### config.mk
export PLATFORM = sky130hd
export DESIGN_NAME = tmr2_unit
export DESIGN_NICKNAME = d
export VERILOG_FILES = /design/src/hw/tmr2_pkg.sv /design/src/hw/tmr2_unit.sv
export SDC_FILE = /design/constraint.sdc
export NUM_CORES = 1
export LEC_CHECK = 0
export BUFFER_PORTS_ARGS = -buffer_cell sky130_fd_sc_hd__clkbuf_2
export CAP_MARGIN = 30
export CELL_PAD_IN_SITES_DETAIL_PLACEMENT = 0
export CELL_PAD_IN_SITES_GLOBAL_PLACEMENT = 1
export CORE_MARGIN = 4
export CORE_UTILIZATION = 47
export DETAILED_ROUTE_END_ITERATION = 10
export PLACE_DENSITY_LB_ADDON = 0.3
export REMOVE_ABC_BUFFERS = 1
export SLEW_MARGIN = 10
export SYNTH_ARGS = -nofsm -noshare
export SYNTH_HDL_FRONTEND = slang
export SYNTH_SLANG_ARGS = --single-unit
### constraint.sdc
create_clock -name clock -period 4.4 [get_ports clock]
set_input_delay 0.44 -clock clock [delete_from_list [all_inputs] [get_ports clock]]
set_output_delay 0.44 -clock clock [all_outputs]
set_load 0.05 [all_outputs]
### src/hw/tmr2_pkg.sv
/*
 Package for the second timer/counter with clock output: register offsets,
 control and mode field positions, reset values and timing constants.
 Assumes a plain register port with 8-bit registers at their printed offsets.
*/
`default_nettype none
package tmr2_pkg;
   localparam logic [7:0] TMR2_CTRL_ADDR = 8'hC8;
   localparam logic [7:0] TMR2_MODE_ADDR = 8'hC9;
   localparam logic [7:0] TMR2_RLD_LO_ADDR = 8'hCA;
   localparam logic [7:0] TMR2_RLD_HI_ADDR = 8'hCB;
   localparam logic [7:0] TMR2_CNT_LO_ADDR = 8'hCC;
   localparam logic [7:0] TMR2_CNT_HI_ADDR = 8'hCD;
   localparam logic [7:0] TMR2_IRQ_STAT_ADDR = 8'hD0;
   localparam logic [7:0] TMR2_IRQ_MASK_ADDR = 8'hD1;

   localparam int TMR2_OVF_BIT = 7;
   localparam int TMR2_EXT_BIT = 6;
   localparam int TMR2_RXCLK_BIT = 5;
   localparam int TMR2_TXCLK_BIT = 4;
   localparam int TMR2_EXEN_BIT = 3;
   localparam int TMR2_RUN_BIT = 2;
   localparam int TMR2_CNTSEL_BIT = 1;
   localparam int TMR2_CAPSEL_BIT = 0;
   localparam int TMR2_CLKOE_BIT = 1;
   localparam int TMR2_DOWN_COUNT_ENABLE_BIT = 0;

   localparam logic [7:0] TMR2_CTRL_RST = 8'h00;
   localparam logic [1:0] TMR2_MODE_RST = 2'h0;
   localparam logic [15:0] TMR2_WORD_RST = 16'h0000;
   localparam logic [15:0] TMR2_CNT_MAX = 16'hFFFF;

   // internal timer tick every twelve oscillator periods
   localparam int TMR2_PRESCALE = 12;
   // baud and clock-out modes tick at half the oscillator rate
   localparam int TMR2_FAST_DIV = 2;

   typedef struct packed {
      logic [7:0] addr;
      logic [7:0] wdata;
      logic wr;
      logic rd;
   } tmr2_bus_req_t;
endpackage
`default_nettype wire

### src/hw/tmr2_unit.sv
/*
 Second timer/counter: 16-bit count, capture, auto-reload up/down, baud
 generator and 50% clock output, with its flags and a level interrupt.
 Assumes pin inputs already synchronous to clock; the clock stands for the
 oscillator, so clock-out is fosc / (4 x (65536 - reload)).
*/
`default_nettype none
module tmr2_unit
   import tmr2_pkg::*;
#(
   parameter int WIDTH = 16
)
(
   input wire logic clock,
   input wire logic rst_n,
   input wire tmr2_bus_req_t bus_req,
   output logic [7:0] rdata,
   input wire logic clkout_pin_i,
   output logic clkout_pin_o,
   output logic clkout_pin_oe_n,
   input wire logic ext_control_pin,
   input wire logic other_timer_ovf,
   output logic rx_baud_tick,
   output logic tx_baud_tick,
   output logic irq
);
   logic [7:0] ctrl_q;
   logic [1:0] mode_q;
   logic [WIDTH-1:0] reload_q;
   logic [WIDTH-1:0] count_q;
   logic [1:0] istat_q;
   logic [1:0] imask_q;
   logic [3:0] pre_q;
   logic t2_in_q;
   logic ext_in_q;
   logic clkout_q;
   logic [7:0] rdata_q;

   logic run, cnt_sel, cap_sel, exen, rxsel, txsel, baud_mode, clkout_mode, down_count_enable;
   logic tick, int_tick, pin_fall, ext_fall, up, overflow, underflow, roll;
   logic ext_event, capture_ev, ovf_set, ext_set;
   logic wr_ctrl, wr_mode, wr_rlo, wr_rhi, wr_clo, wr_chi, wr_stat, wr_mask;

   function automatic logic hit(input tmr2_bus_req_t r, input logic [7:0] a);
      hit = r.wr && (r.addr == a);
   endfunction

   assign run = ctrl_q[TMR2_RUN_BIT];
   assign cnt_sel = ctrl_q[TMR2_CNTSEL_BIT];
   assign cap_sel = ctrl_q[TMR2_CAPSEL_BIT];
   assign exen = ctrl_q[TMR2_EXEN_BIT];
   assign rxsel = ctrl_q[TMR2_RXCLK_BIT];
   assign txsel = ctrl_q[TMR2_TXCLK_BIT];
   assign down_count_enable = mode_q[TMR2_DOWN_COUNT_ENABLE_BIT];
   assign baud_mode = rxsel | txsel;
   // clock-out needs the timer source; with counter_select set the pin is an input
   assign clkout_mode = mode_q[TMR2_CLKOE_BIT] & ~cnt_sel;

   assign wr_ctrl = hit(bus_req, TMR2_CTRL_ADDR);
   assign wr_mode = hit(bus_req, TMR2_MODE_ADDR);
   assign wr_rlo = hit(bus_req, TMR2_RLD_LO_ADDR);
   assign wr_rhi = hit(bus_req, TMR2_RLD_HI_ADDR);
   assign wr_clo = hit(bus_req, TMR2_CNT_LO_ADDR);
   assign wr_chi = hit(bus_req, TMR2_CNT_HI_ADDR);
   assign wr_stat = hit(bus_req, TMR2_IRQ_STAT_ADDR);
   assign wr_mask = hit(bus_req, TMR2_IRQ_MASK_ADDR);

   // prescaler: twelve for the plain timer, two in baud or clock-out mode
   always_ff @(posedge clock or negedge rst_n)
   begin
      if (!rst_n)
         pre_q <= 4'h0;
      else if (!run || int_tick)
         pre_q <= 4'h0;
      else
         pre_q <= pre_q + 4'h1;
   end

   always_comb
   begin
      if (baud_mode || clkout_mode)
         int_tick = run && (pre_q == 4'(TMR2_FAST_DIV - 1));
      else
         int_tick = run && (pre_q == 4'(TMR2_PRESCALE - 1));
   end

   always_ff @(posedge clock or negedge rst_n)
   begin
      if (!rst_n)
      begin
         t2_in_q <= 1'b1;
         ext_in_q <= 1'b1;
      end
      else
      begin
         t2_in_q <= clkout_pin_i;
         ext_in_q <= ext_control_pin;
      end
   end

   assign pin_fall = t2_in_q & ~clkout_pin_i;
   assign ext_fall = ext_in_q & ~ext_control_pin;
   assign tick = run && (cnt_sel ? pin_fall : int_tick);

   // count direction only from ext_control_pin in up/down auto-reload
   assign up = !(down_count_enable && !cap_sel && !baud_mode) || ext_control_pin;
   assign overflow = tick && up && (count_q == TMR2_CNT_MAX);
   assign underflow = tick && !up && (count_q == reload_q);
   assign roll = overflow | underflow;
   // external events ignored while the timer clocks the serial port
   assign ext_event = exen && ext_fall && !baud_mode && !(down_count_enable && !cap_sel);
   assign capture_ev = ext_event && cap_sel;

   always_ff @(posedge clock or negedge rst_n)
   begin
      if (!rst_n)
         count_q <= TMR2_WORD_RST;
      else if (wr_clo)
         count_q <= {count_q[WIDTH-1:8], bus_req.wdata};
      else if (wr_chi)
         count_q <= {bus_req.wdata, count_q[7:0]};
      else if (underflow)
         count_q <= TMR2_CNT_MAX;
      else if (overflow && (!cap_sel || baud_mode || clkout_mode))
         count_q <= reload_q;
      else if (ext_event && !cap_sel)
         count_q <= reload_q;
      else if (tick)
         count_q <= up ? count_q + 16'h0001 : count_q - 16'h0001;
   end

   always_ff @(posedge clock or negedge rst_n)
   begin
      if (!rst_n)
         reload_q <= TMR2_WORD_RST;
      else if (capture_ev)
         reload_q <= count_q;
      else if (wr_rlo)
         reload_q <= {reload_q[WIDTH-1:8], bus_req.wdata};
      else if (wr_rhi)
         reload_q <= {bus_req.wdata, reload_q[7:0]};
   end

   assign ovf_set = overflow && !baud_mode && !clkout_mode;
   // in up/down mode external_flag toggles as a seventeenth bit
   assign ext_set = ext_event;

   always_ff @(posedge clock or negedge rst_n)
   begin
      if (!rst_n)
         ctrl_q <= TMR2_CTRL_RST;
      else
      begin
         if (wr_ctrl)
            ctrl_q <= bus_req.wdata;
         if (ovf_set)
            ctrl_q[TMR2_OVF_BIT] <= 1'b1;
         if (ext_set)
            ctrl_q[TMR2_EXT_BIT] <= 1'b1;
         else if (roll && down_count_enable && !cap_sel && !baud_mode)
            ctrl_q[TMR2_EXT_BIT] <= ~ctrl_q[TMR2_EXT_BIT];
      end
   end

   always_ff @(posedge clock or negedge rst_n)
   begin
      if (!rst_n)
         mode_q <= TMR2_MODE_RST;
      else if (wr_mode)
         mode_q <= bus_req.wdata[1:0];
   end

   // sticky status: bit1 overflow, bit0 external; set wins over clear
   always_ff @(posedge clock or negedge rst_n)
   begin
      if (!rst_n)
         istat_q <= 2'h0;
      else
         istat_q <= (istat_q & ~(wr_stat ? bus_req.wdata[1:0] : 2'h0))
            | {ovf_set, ext_set && !down_count_enable};
   end

   always_ff @(posedge clock or negedge rst_n)
   begin
      if (!rst_n)
         imask_q <= 2'h0;
      else if (wr_mask)
         imask_q <= bus_req.wdata[1:0];
   end

   assign irq = |(istat_q & imask_q);

   always_ff @(posedge clock or negedge rst_n)
   begin
      if (!rst_n)
         clkout_q <= 1'b0;
      else if (!clkout_mode)
         clkout_q <= 1'b0;
      else if (overflow)
         clkout_q <= ~clkout_q;
   end

   assign clkout_pin_o = clkout_q;
   assign clkout_pin_oe_n = ~clkout_mode;
   assign rx_baud_tick = rxsel ? overflow : other_timer_ovf;
   assign tx_baud_tick = txsel ? overflow : other_timer_ovf;

   always_ff @(posedge clock or negedge rst_n)
   begin
      if (!rst_n)
         rdata_q <= 8'h00;
      else if (!bus_req.rd)
         rdata_q <= 8'h00;
      else if (bus_req.addr == TMR2_CTRL_ADDR)
         rdata_q <= ctrl_q;
      else if (bus_req.addr == TMR2_MODE_ADDR)
         rdata_q <= {6'h00, mode_q};
      else if (bus_req.addr == TMR2_RLD_LO_ADDR)
         rdata_q <= reload_q[7:0];
      else if (bus_req.addr == TMR2_RLD_HI_ADDR)
         rdata_q <= reload_q[WIDTH-1:8];
      else if (bus_req.addr == TMR2_CNT_LO_ADDR)
         rdata_q <= count_q[7:0];
      else if (bus_req.addr == TMR2_CNT_HI_ADDR)
         rdata_q <= count_q[WIDTH-1:8];
      else if (bus_req.addr == TMR2_IRQ_STAT_ADDR)
         rdata_q <= {6'h00, istat_q};
      else if (bus_req.addr == TMR2_IRQ_MASK_ADDR)
         rdata_q <= {6'h00, imask_q};
      else
         rdata_q <= 8'h00;
   end

   assign rdata = rdata_q;
endmodule
`default_nettype wire

### Yosys cells after proc, flatten, opt, wreduce, memory -nomap -nowiden

Cells that the tools add are included.

* register bits: 61
* output and inout bits: 13
* ROM bits: 0
* bits in writable memories: 0
* bits in latches: 0
* memories: 0

* multiply operators: 0
* reductions and logical operators: 52
* shift operators: 0
* muxes and demuxes: 31
* divide/modulo/power cells: 0
* equality and inequality tests: 15
* magnitude comparators: 0
* $add $sub $neg: 3
* bitwise logic cells: 16

Operator list (count)
* $mux W16: 9
* $mux W8: 9
* $eq A8 B8 Y1 const B: 8
* $logic_and A1 B1 Y1: 29
* $add A16 B1 Y16 const B: 1
* $eq A16 B16 Y1: 1
* $eq A16 B16 Y1 const B: 1
* $sub A16 B1 Y16 const B: 1
* $reduce_bool A5 Y1: 2
* $mux W1: 9
* $logic_not A1 Y1: 8
* $not A1 Y1: 7
* $mux W2: 3
* $reduce_and A2 Y1: 3
* $reduce_bool A2 Y1: 3
* $logic_or A1 B1 Y1: 5
* $add A4 B1 Y4 const B: 1
* $and A2 B2 Y2: 2
* $eq A4 B1 Y1 const B: 1
* $eq A4 B4 Y1 const B: 1
* $mux W4: 1
* $ne A2 B2 Y1 const B: 2
* $and A1 B1 Y1: 3
* $reduce_bool A3 Y1: 1
* 5 further kinds: 6

### Depth between registers and ports, before layout

* word-level depth: 14
* depth in mapped cells: 13
* gate-level depth less buffers: 11

### Least setup slack after synthesis

Ideal clock, no wire load.

* kind: register to register
* from: register ctrl_q[0]
* to: register count_q[13]
* clock period less this slack: 3.240 ns
* cell stages (with the launch flop): 13
* buffers on the path: 1
* slack: 1.160 ns
* data required time: 4.306 ns
* arrival time: 3.146 ns
* path through: dfrtp_1 -> or4b_1 -> or2_0 -> buf_2 -> clkinv_1 -> ha_1 -> and4_1 -> a221oi_1 -> nand2_1 -> a31oi_1 -> mux2i_1 -> and4_2 -> a211oi_1

* cells in the longest elaborated chain, start to end: 11
* elaborated cells on any way between the ends: 24

Ends and longest elaborated chain
* start: declaration: RTL line tmr2_unit.sv:27 `logic [7:0] ctrl_q;`
* start signal: assignment: RTL line tmr2_unit.sv:155 `ctrl_q <= bus_req.wdata;`
* start signal: indexed assignment: RTL line tmr2_unit.sv:161 `ctrl_q[TMR2_EXT_BIT] <= ~ctrl_q[TMR2_EXT_BIT];`
* $logic_not A1 Y1 (*)
* $logic_and A1 B1 Y1: RTL line tmr2_unit.sv:106, tmr2_unit.sv:111
* $logic_and A1 B1 Y1: RTL line tmr2_unit.sv:106 `assign up = !(down_count_enable && !cap_sel && !baud_mode) || ext_control_pin;`
* $logic_not A1 Y1: RTL line tmr2_unit.sv:106
* $logic_or A1 B1 Y1: RTL line tmr2_unit.sv:106
* $mux W16 or $logic_and A1 B1 Y1 (tied branches): RTL line tmr2_unit.sv:129, tmr2_unit.sv:107
* $mux W16 or $logic_and A1 B1 Y1 (tied branches): RTL line tmr2_unit.sv:128, tmr2_unit.sv:107
* $mux W16 or $logic_and A1 B1 Y1 (tied branches): RTL line tmr2_unit.sv:126, tmr2_unit.sv:124
* $mux W16: RTL line tmr2_unit.sv:124 `else if (overflow && (!cap_sel || baud_mode || clkout_mode))`
* $mux W16: RTL line tmr2_unit.sv:122 `else if (underflow)`
* $mux W16: RTL line tmr2_unit.sv:120 `else if (wr_chi)`
* end signal: assignment: RTL line tmr2_unit.sv:121 `count_q <= {bus_req.wdata, count_q[7:0]};`
* end signal: assignment: RTL line tmr2_unit.sv:125 `count_q <= reload_q;`
* end signal: assignment: RTL line tmr2_unit.sv:127 `count_q <= reload_q;`
* end: declaration: RTL line tmr2_unit.sv:30 `logic [WIDTH-1:0] count_q;`

Mark *: on every way between the ends. The rest lies on a longest branch, timed or not. The select of a mux whose other input is x is not followed.
A chain may end at the register's enable or synchronous reset.

### Worst setup path after layout

* from: register ctrl_q[5]
* to: register count_q[14]

* cells in the longest elaborated chain, start to end: 11
* elaborated cells on any way between the ends: 28

Ends and longest elaborated chain
* $or A1 B1 Y1 (*): RTL line tmr2_unit.sv:55 `assign baud_mode = rxsel | txsel;`
* $logic_not A1 Y1 or $logic_or A1 B1 Y1 (tied branches): RTL line tmr2_unit.sv:106, tmr2_unit.sv:111, tmr2_unit.sv:81
* $logic_and A1 B1 Y1 or $mux W1 (tied branches): RTL line tmr2_unit.sv:106, tmr2_unit.sv:81
* $logic_not A1 Y1 or $mux W1 (tied branches): RTL line tmr2_unit.sv:106, tmr2_unit.sv:103
* $logic_or A1 B1 Y1 or $logic_and A1 B1 Y1 (tied branches): RTL line tmr2_unit.sv:106, tmr2_unit.sv:103
* $mux W16 or $logic_and A1 B1 Y1 (tied branches): RTL line tmr2_unit.sv:129, tmr2_unit.sv:107
* $mux W16 or $logic_and A1 B1 Y1 (tied branches): RTL line tmr2_unit.sv:128, tmr2_unit.sv:107
* $mux W16 or $logic_and A1 B1 Y1 (tied branches): RTL line tmr2_unit.sv:126, tmr2_unit.sv:124
* $mux W16: RTL line tmr2_unit.sv:124
* $mux W16: RTL line tmr2_unit.sv:122
* $mux W16: RTL line tmr2_unit.sv:120

Marks and branches as above.

==> results.md <==
- The flow ran to the end, and the final reports show no timing, DRC or antenna violations.
- Of the total synthesized cell area, the portion taken by AND, OR, NAND and NOR gates is 19.54%.
- The final instance area is around 4900 um2.
- The worst IR drop on VDD is between 0.2 and 0.25 mV.
- The slowest library cell on the worst path is sky130_fd_sc_hd__fa_1.
- TritonCTS built the clock tree.
- The final worst-path cycle share is between 80% and 90%.
- The maximum number of buffers from clock root to sink is 2.
- In the layout the commonest cells are sky130_fd_sc_hd__dfrtp_1 (59), sky130_fd_sc_hd__nand2_1 (56), sky130_fd_sc_hd__o21ai_0 (40).
- The boundary pin count is 36.
- Summing the areas of all fa, ha and maj instances in the mapped netlist gives 4.735% of the synthesized area.
- Summed over all instances, the cell type with the most area after synthesis is sky130_fd_sc_hd__dfrtp_1.
- The proportion of total power due to net switching is around a third.
- Clock latency on the worst-skew pair, taken at its later pin, is 340 ps.
- Compared with the post-synthesis result, the final layout area differs by 10.75%.
- Averaged over all synthesized cells, the footprint is just under 9 um2.
- The library cell used most frequently in the layout, excluding fill and tap cells, is sky130_fd_sc_hd__dfrtp_1.
- Data on the critical path is required at its endpoint by around 4700 ps.
- Max-cap violations in this run came to 0.
- The proportion of register bits with asynchronous set or reset after synthesis is 100.0%.
- The final setup violation count is 0.
- The final core utilization is between 50% and 60%.
- The power density over the cells is between 300 and 400 nW/um2.
- Setup repair after global routing left no endpoint under its margin.
- The most instantiated flip-flop cell in the synthesis netlist is sky130_fd_sc_hd__dfrtp_1.
- The buffer type at the clock tree root is sky130_fd_sc_hd__clkbuf_8.
- The final net count is around 570.
- During synthesis, Yosys emitted a total of 0 warnings.
- Counting stages on the worst path, the most repeated cell is sky130_fd_sc_hd__a21oi_1.
- The static leakage power is 2.211 nW.
- 0 antenna diodes ended up in the layout.
- The critical path goes through or4b_1 > or2_0 > clkinv_1 > fa_1 > a21oi_1 > o211ai_1 > a221oi_1 > nand3_1 > o311ai_0 > mux2i_1 > a21oi_1.
- The count of non-filler cells in the finished layout is 640.
- For this run, the top clock speed supported by timing is between 0.2 and 0.3 GHz.
- The detailed router placed between 4000 and 5000 vias in this run.
- The final number of max-transition violations came to 0.
- Headroom to the max-slew limit came out at between 30% and 40%.
- The minimum setup slack in the final design is ~630 ps.
- The count of hold buffers inserted by post-cts repair is 0.
- The worst path needs roughly 3800 ps of the cycle, external delays included.
- The first global-routing pass estimated 21450 um of wire.
- Synthesis produced a netlist whose cell count is between 400 and 500.
- The clock-pin slew of the registers on the worst-case setup and hold paths is approximately 80 ps.
- The proportion of synthesized area in mux cells is 8.585%.
- The floorplan step set the die width to 104.6 um.
- The row count is 34.
- The worst hold path belongs to the class input port to register.
- The post-layout total power is 1.516 mW.
- Global routing used around 25% of the available tracks.
- The synthesized netlist devotes 23.07% of its cell area to compound gates.
- The placer's final routability congestion estimate is ~0.94.
- The HPWL reported at the end of detailed placement is approximately 10000 um.
- The first routing iteration left just over 500 violations.
- In this run, placement finished with an instance count of between 600 and 700.
- The portion of total power attributed to the clock network is between 30% and 40%.
- On the critical path the largest part of the delay comes from compound AO/OA/AOI/OAI gates.
- The via count of the first global-routing pass is approximately 3800.
- The number of CTS-inserted buffers is 9.
- The pin count of the biggest net entering global routing is between 60 and 70.
- Yosys attributes the largest share of cell area to sky130_fd_sc_hd__dfrtp_1 (34%), sky130_fd_sc_hd__mux2i_1 (7.3%), sky130_fd_sc_hd__xnor2_1 (5.2%).
- For this design the total switching power over the nets is 477.4 uW.
- The number of enable-type register cells in the synthesized netlist is 0.
- For this run, the detailed router's first-pass iteration total came to 5.
- The share of synthesized area in the top cell type comes to 33.66%.
- The worst hold-check slack is about 190 ps.
- The number of different library cells in the post-synthesis netlist is between 60 and 70.
- The routed wire length is 13430 um.
- Of the total power, registers draw between 40 and 50%.
- Internal power comes to slightly above 1 mW.
- After detailed routing, the number of remaining DRC violations is 0.
- The number of antenna violations at the first check in global routing was 0.
- The total negative setup slack is 0 ps.
- After Yosys synthesis, XOR and XNOR cells account for between 5 and 6% of the synthesized area.
- The overall overflow remaining after global route is 0.
- The fraction of the yosys area taken by sequential cells is a little over a third.
- After detailed routing, the number of vias per cell comes to 6.377.
- At the pin with the least slew margin, the transition time is ~940 ps.
- The class of the most critical setup path is register to register.
- Buffers placed on the I/O ports in this run total 35.
- The H-tree generated during clock tree synthesis spans 3 levels.
- The instance area after placement is between 4000 and 5000 um2.
- Once detail routing completed, the nets flagged for antenna violations numbered 0.
- The worst-path maximum fanout is 17.
- The clock arrives with between 10 and 15 ps of skew.
- The overall die area is roughly 11000 um2.
- STA classifies the critical path startpoint as a register.
- The placeable core region is 8891 um2.
- The floorplan step set the die height to 104.6 um.
- The number of setup buffers added after CTS is 0.
- The effective utilization at floorplan is around 49%.
- The flop and latch count out of synthesis is 61.
- The routed wire length per instance is between 20 and 25 um.
- The number of sinks handled by clock tree synthesis is between 60 and 70.
- The number of buffers and inverters on the critical path is 1.
- In this run, post-CTS repair resized a total of 0 instances.
- For this run, the slowest stage of the critical path takes approximately 640 ps.
- The total count of hold-check failures in the final report was 0.
- OpenSTA, run right after detailed placement, puts the worst setup slack at 650.6 ps.
- STA classifies the critical path endpoint as a register.
- The cell area that synthesis handed to floorplanning was approximately 4400 um2.
- Cells with a size suffix above 1 make up approximately 14% of the layout.
- The data arrival time of the critical path is roughly 4000 ps.
- By area, the combinational part of the netlist is dominated by compound AO/OA/AOI/OAI gates.
- The relative contribution of combinational cells to total power is between 10% and 20%.
[power groups by stage]
stage / clock (mW) / combinational (mW) / sequential (mW)
after detailed placement: 0 / 0.274 / 0.682
after floorplan: 0 / 0.197 / 0.651
after CTS: 0.576 / 0.275 / 0.671
final: 0.565 / 0.277 / 0.675
after global placement: 0 / 0.272 / 0.682
after global routing: 0.604 / 0.309 / 0.678
[worst reg2reg max path, stage by stage (launching register included)]
cell and delay [ps]:
sky130_fd_sc_hd__dfrtp_1 490, sky130_fd_sc_hd__or4b_1 170, sky130_fd_sc_hd__or2_0 270, sky130_fd_sc_hd__clkinv_1 590, sky130_fd_sc_hd__fa_1 650, sky130_fd_sc_hd__a21oi_1 220
sky130_fd_sc_hd__o211ai_1 200, sky130_fd_sc_hd__a221oi_1 550, sky130_fd_sc_hd__nand3_1 130, sky130_fd_sc_hd__o311ai_0 140, sky130_fd_sc_hd__mux2i_1 130, sky130_fd_sc_hd__a21oi_1 170
[synth_stat cells, types with 11 or more instances]
| cell | number |
|---|---|
| sky130_fd_sc_hd__ha_1 | 15 |
| sky130_fd_sc_hd__clkbuf_1 | 14 |
| sky130_fd_sc_hd__nor2_1 | 33 |
| sky130_fd_sc_hd__nor2b_1 | 11 |
| sky130_fd_sc_hd__mux2i_1 | 32 |
| sky130_fd_sc_hd__xnor2_1 | 26 |
| sky130_fd_sc_hd__a21oi_1 | 23 |
| sky130_fd_sc_hd__nand2_1 | 56 |
| sky130_fd_sc_hd__dfrtp_1 | 59 |
| sky130_fd_sc_hd__o22ai_1 | 13 |
| sky130_fd_sc_hd__nand3_1 | 16 |
| sky130_fd_sc_hd__inv_1 | 15 |
| sky130_fd_sc_hd__a22oi_1 | 11 |
| sky130_fd_sc_hd__o21ai_0 | 40 |
| sky130_fd_sc_hd__nand4_1 | 12 |
[sequential cells by signal, summed over array words and instances (netlist names)]
name / flops
ctrl_q: 8
t2_in_q: 1
istat_q: 2
imask_q: 2
count_q: 16
pre_q: 4
reload_q: 16
rdata: 8
clkout_pin_o: 1
mode_q: 2
ext_in_q: 1
[per-layer routing]
layer / up-vias / track usage (%) / part of all wire (%)
met5: - / 1.786 / 0.19
li1: 1913 / - / -
met4: 2 / 5.248 / 1.4
met3: 21 / 5.487 / 8.1
met1: 1958 / 36.83 / 45
met2: 187 / 37.50 / 45
[layout make-up]
cell class | count | area (um2)
fillers | 841 | 4033
multi-input cells | 400 | 2708
flip-flops and latches | 61 | 1529
repair buffers | 39 | 205.2
well taps | 108 | 135.1
clock buffers | 9 | 123.9
clock inverters | 7 | 97.59
inverters | 16 | 60.06
[final timing paths]
| kind | startpoint | end | slack [ps] | cells past startpoint |
|---|---|---|---|---|
| setup / recovery | ctrl_q[5]$_DFFE_PN0P_ | count_q[14]$_DFFE_PN0P_ | 630 | 11 |
| setup reg to reg | ctrl_q[5]$_DFFE_PN0P_ | count_q[14]$_DFFE_PN0P_ | 630 | 11 |
| hold reg to reg | pre_q[0]$_DFF_PN0_ | pre_q[0]$_DFF_PN0_ | 490 | 1 |
| max in group asynchronous | rst_n | clkout_pin_o$_DFFE_PN0P_ | 3620 | 2 |
| min in group asynchronous | rst_n | rdata[7]$_DFF_PN0_ | 240 | 2 |
| hold / removal | clkout_pin_i | t2_in_q$_DFF_PN1_ | 190 | 1 |
[cells by family (layout without fill, tap and decap cells)]
family	Yosys count	in the layout
fa+ha+maj	16	16
buf+inv	35	71
mux	37	37
flops	61	61
simple gates	169	169
compound gates	149	149
xor+xnor	29	29
No activity file was read; power rests on OpenSTA's default activity.
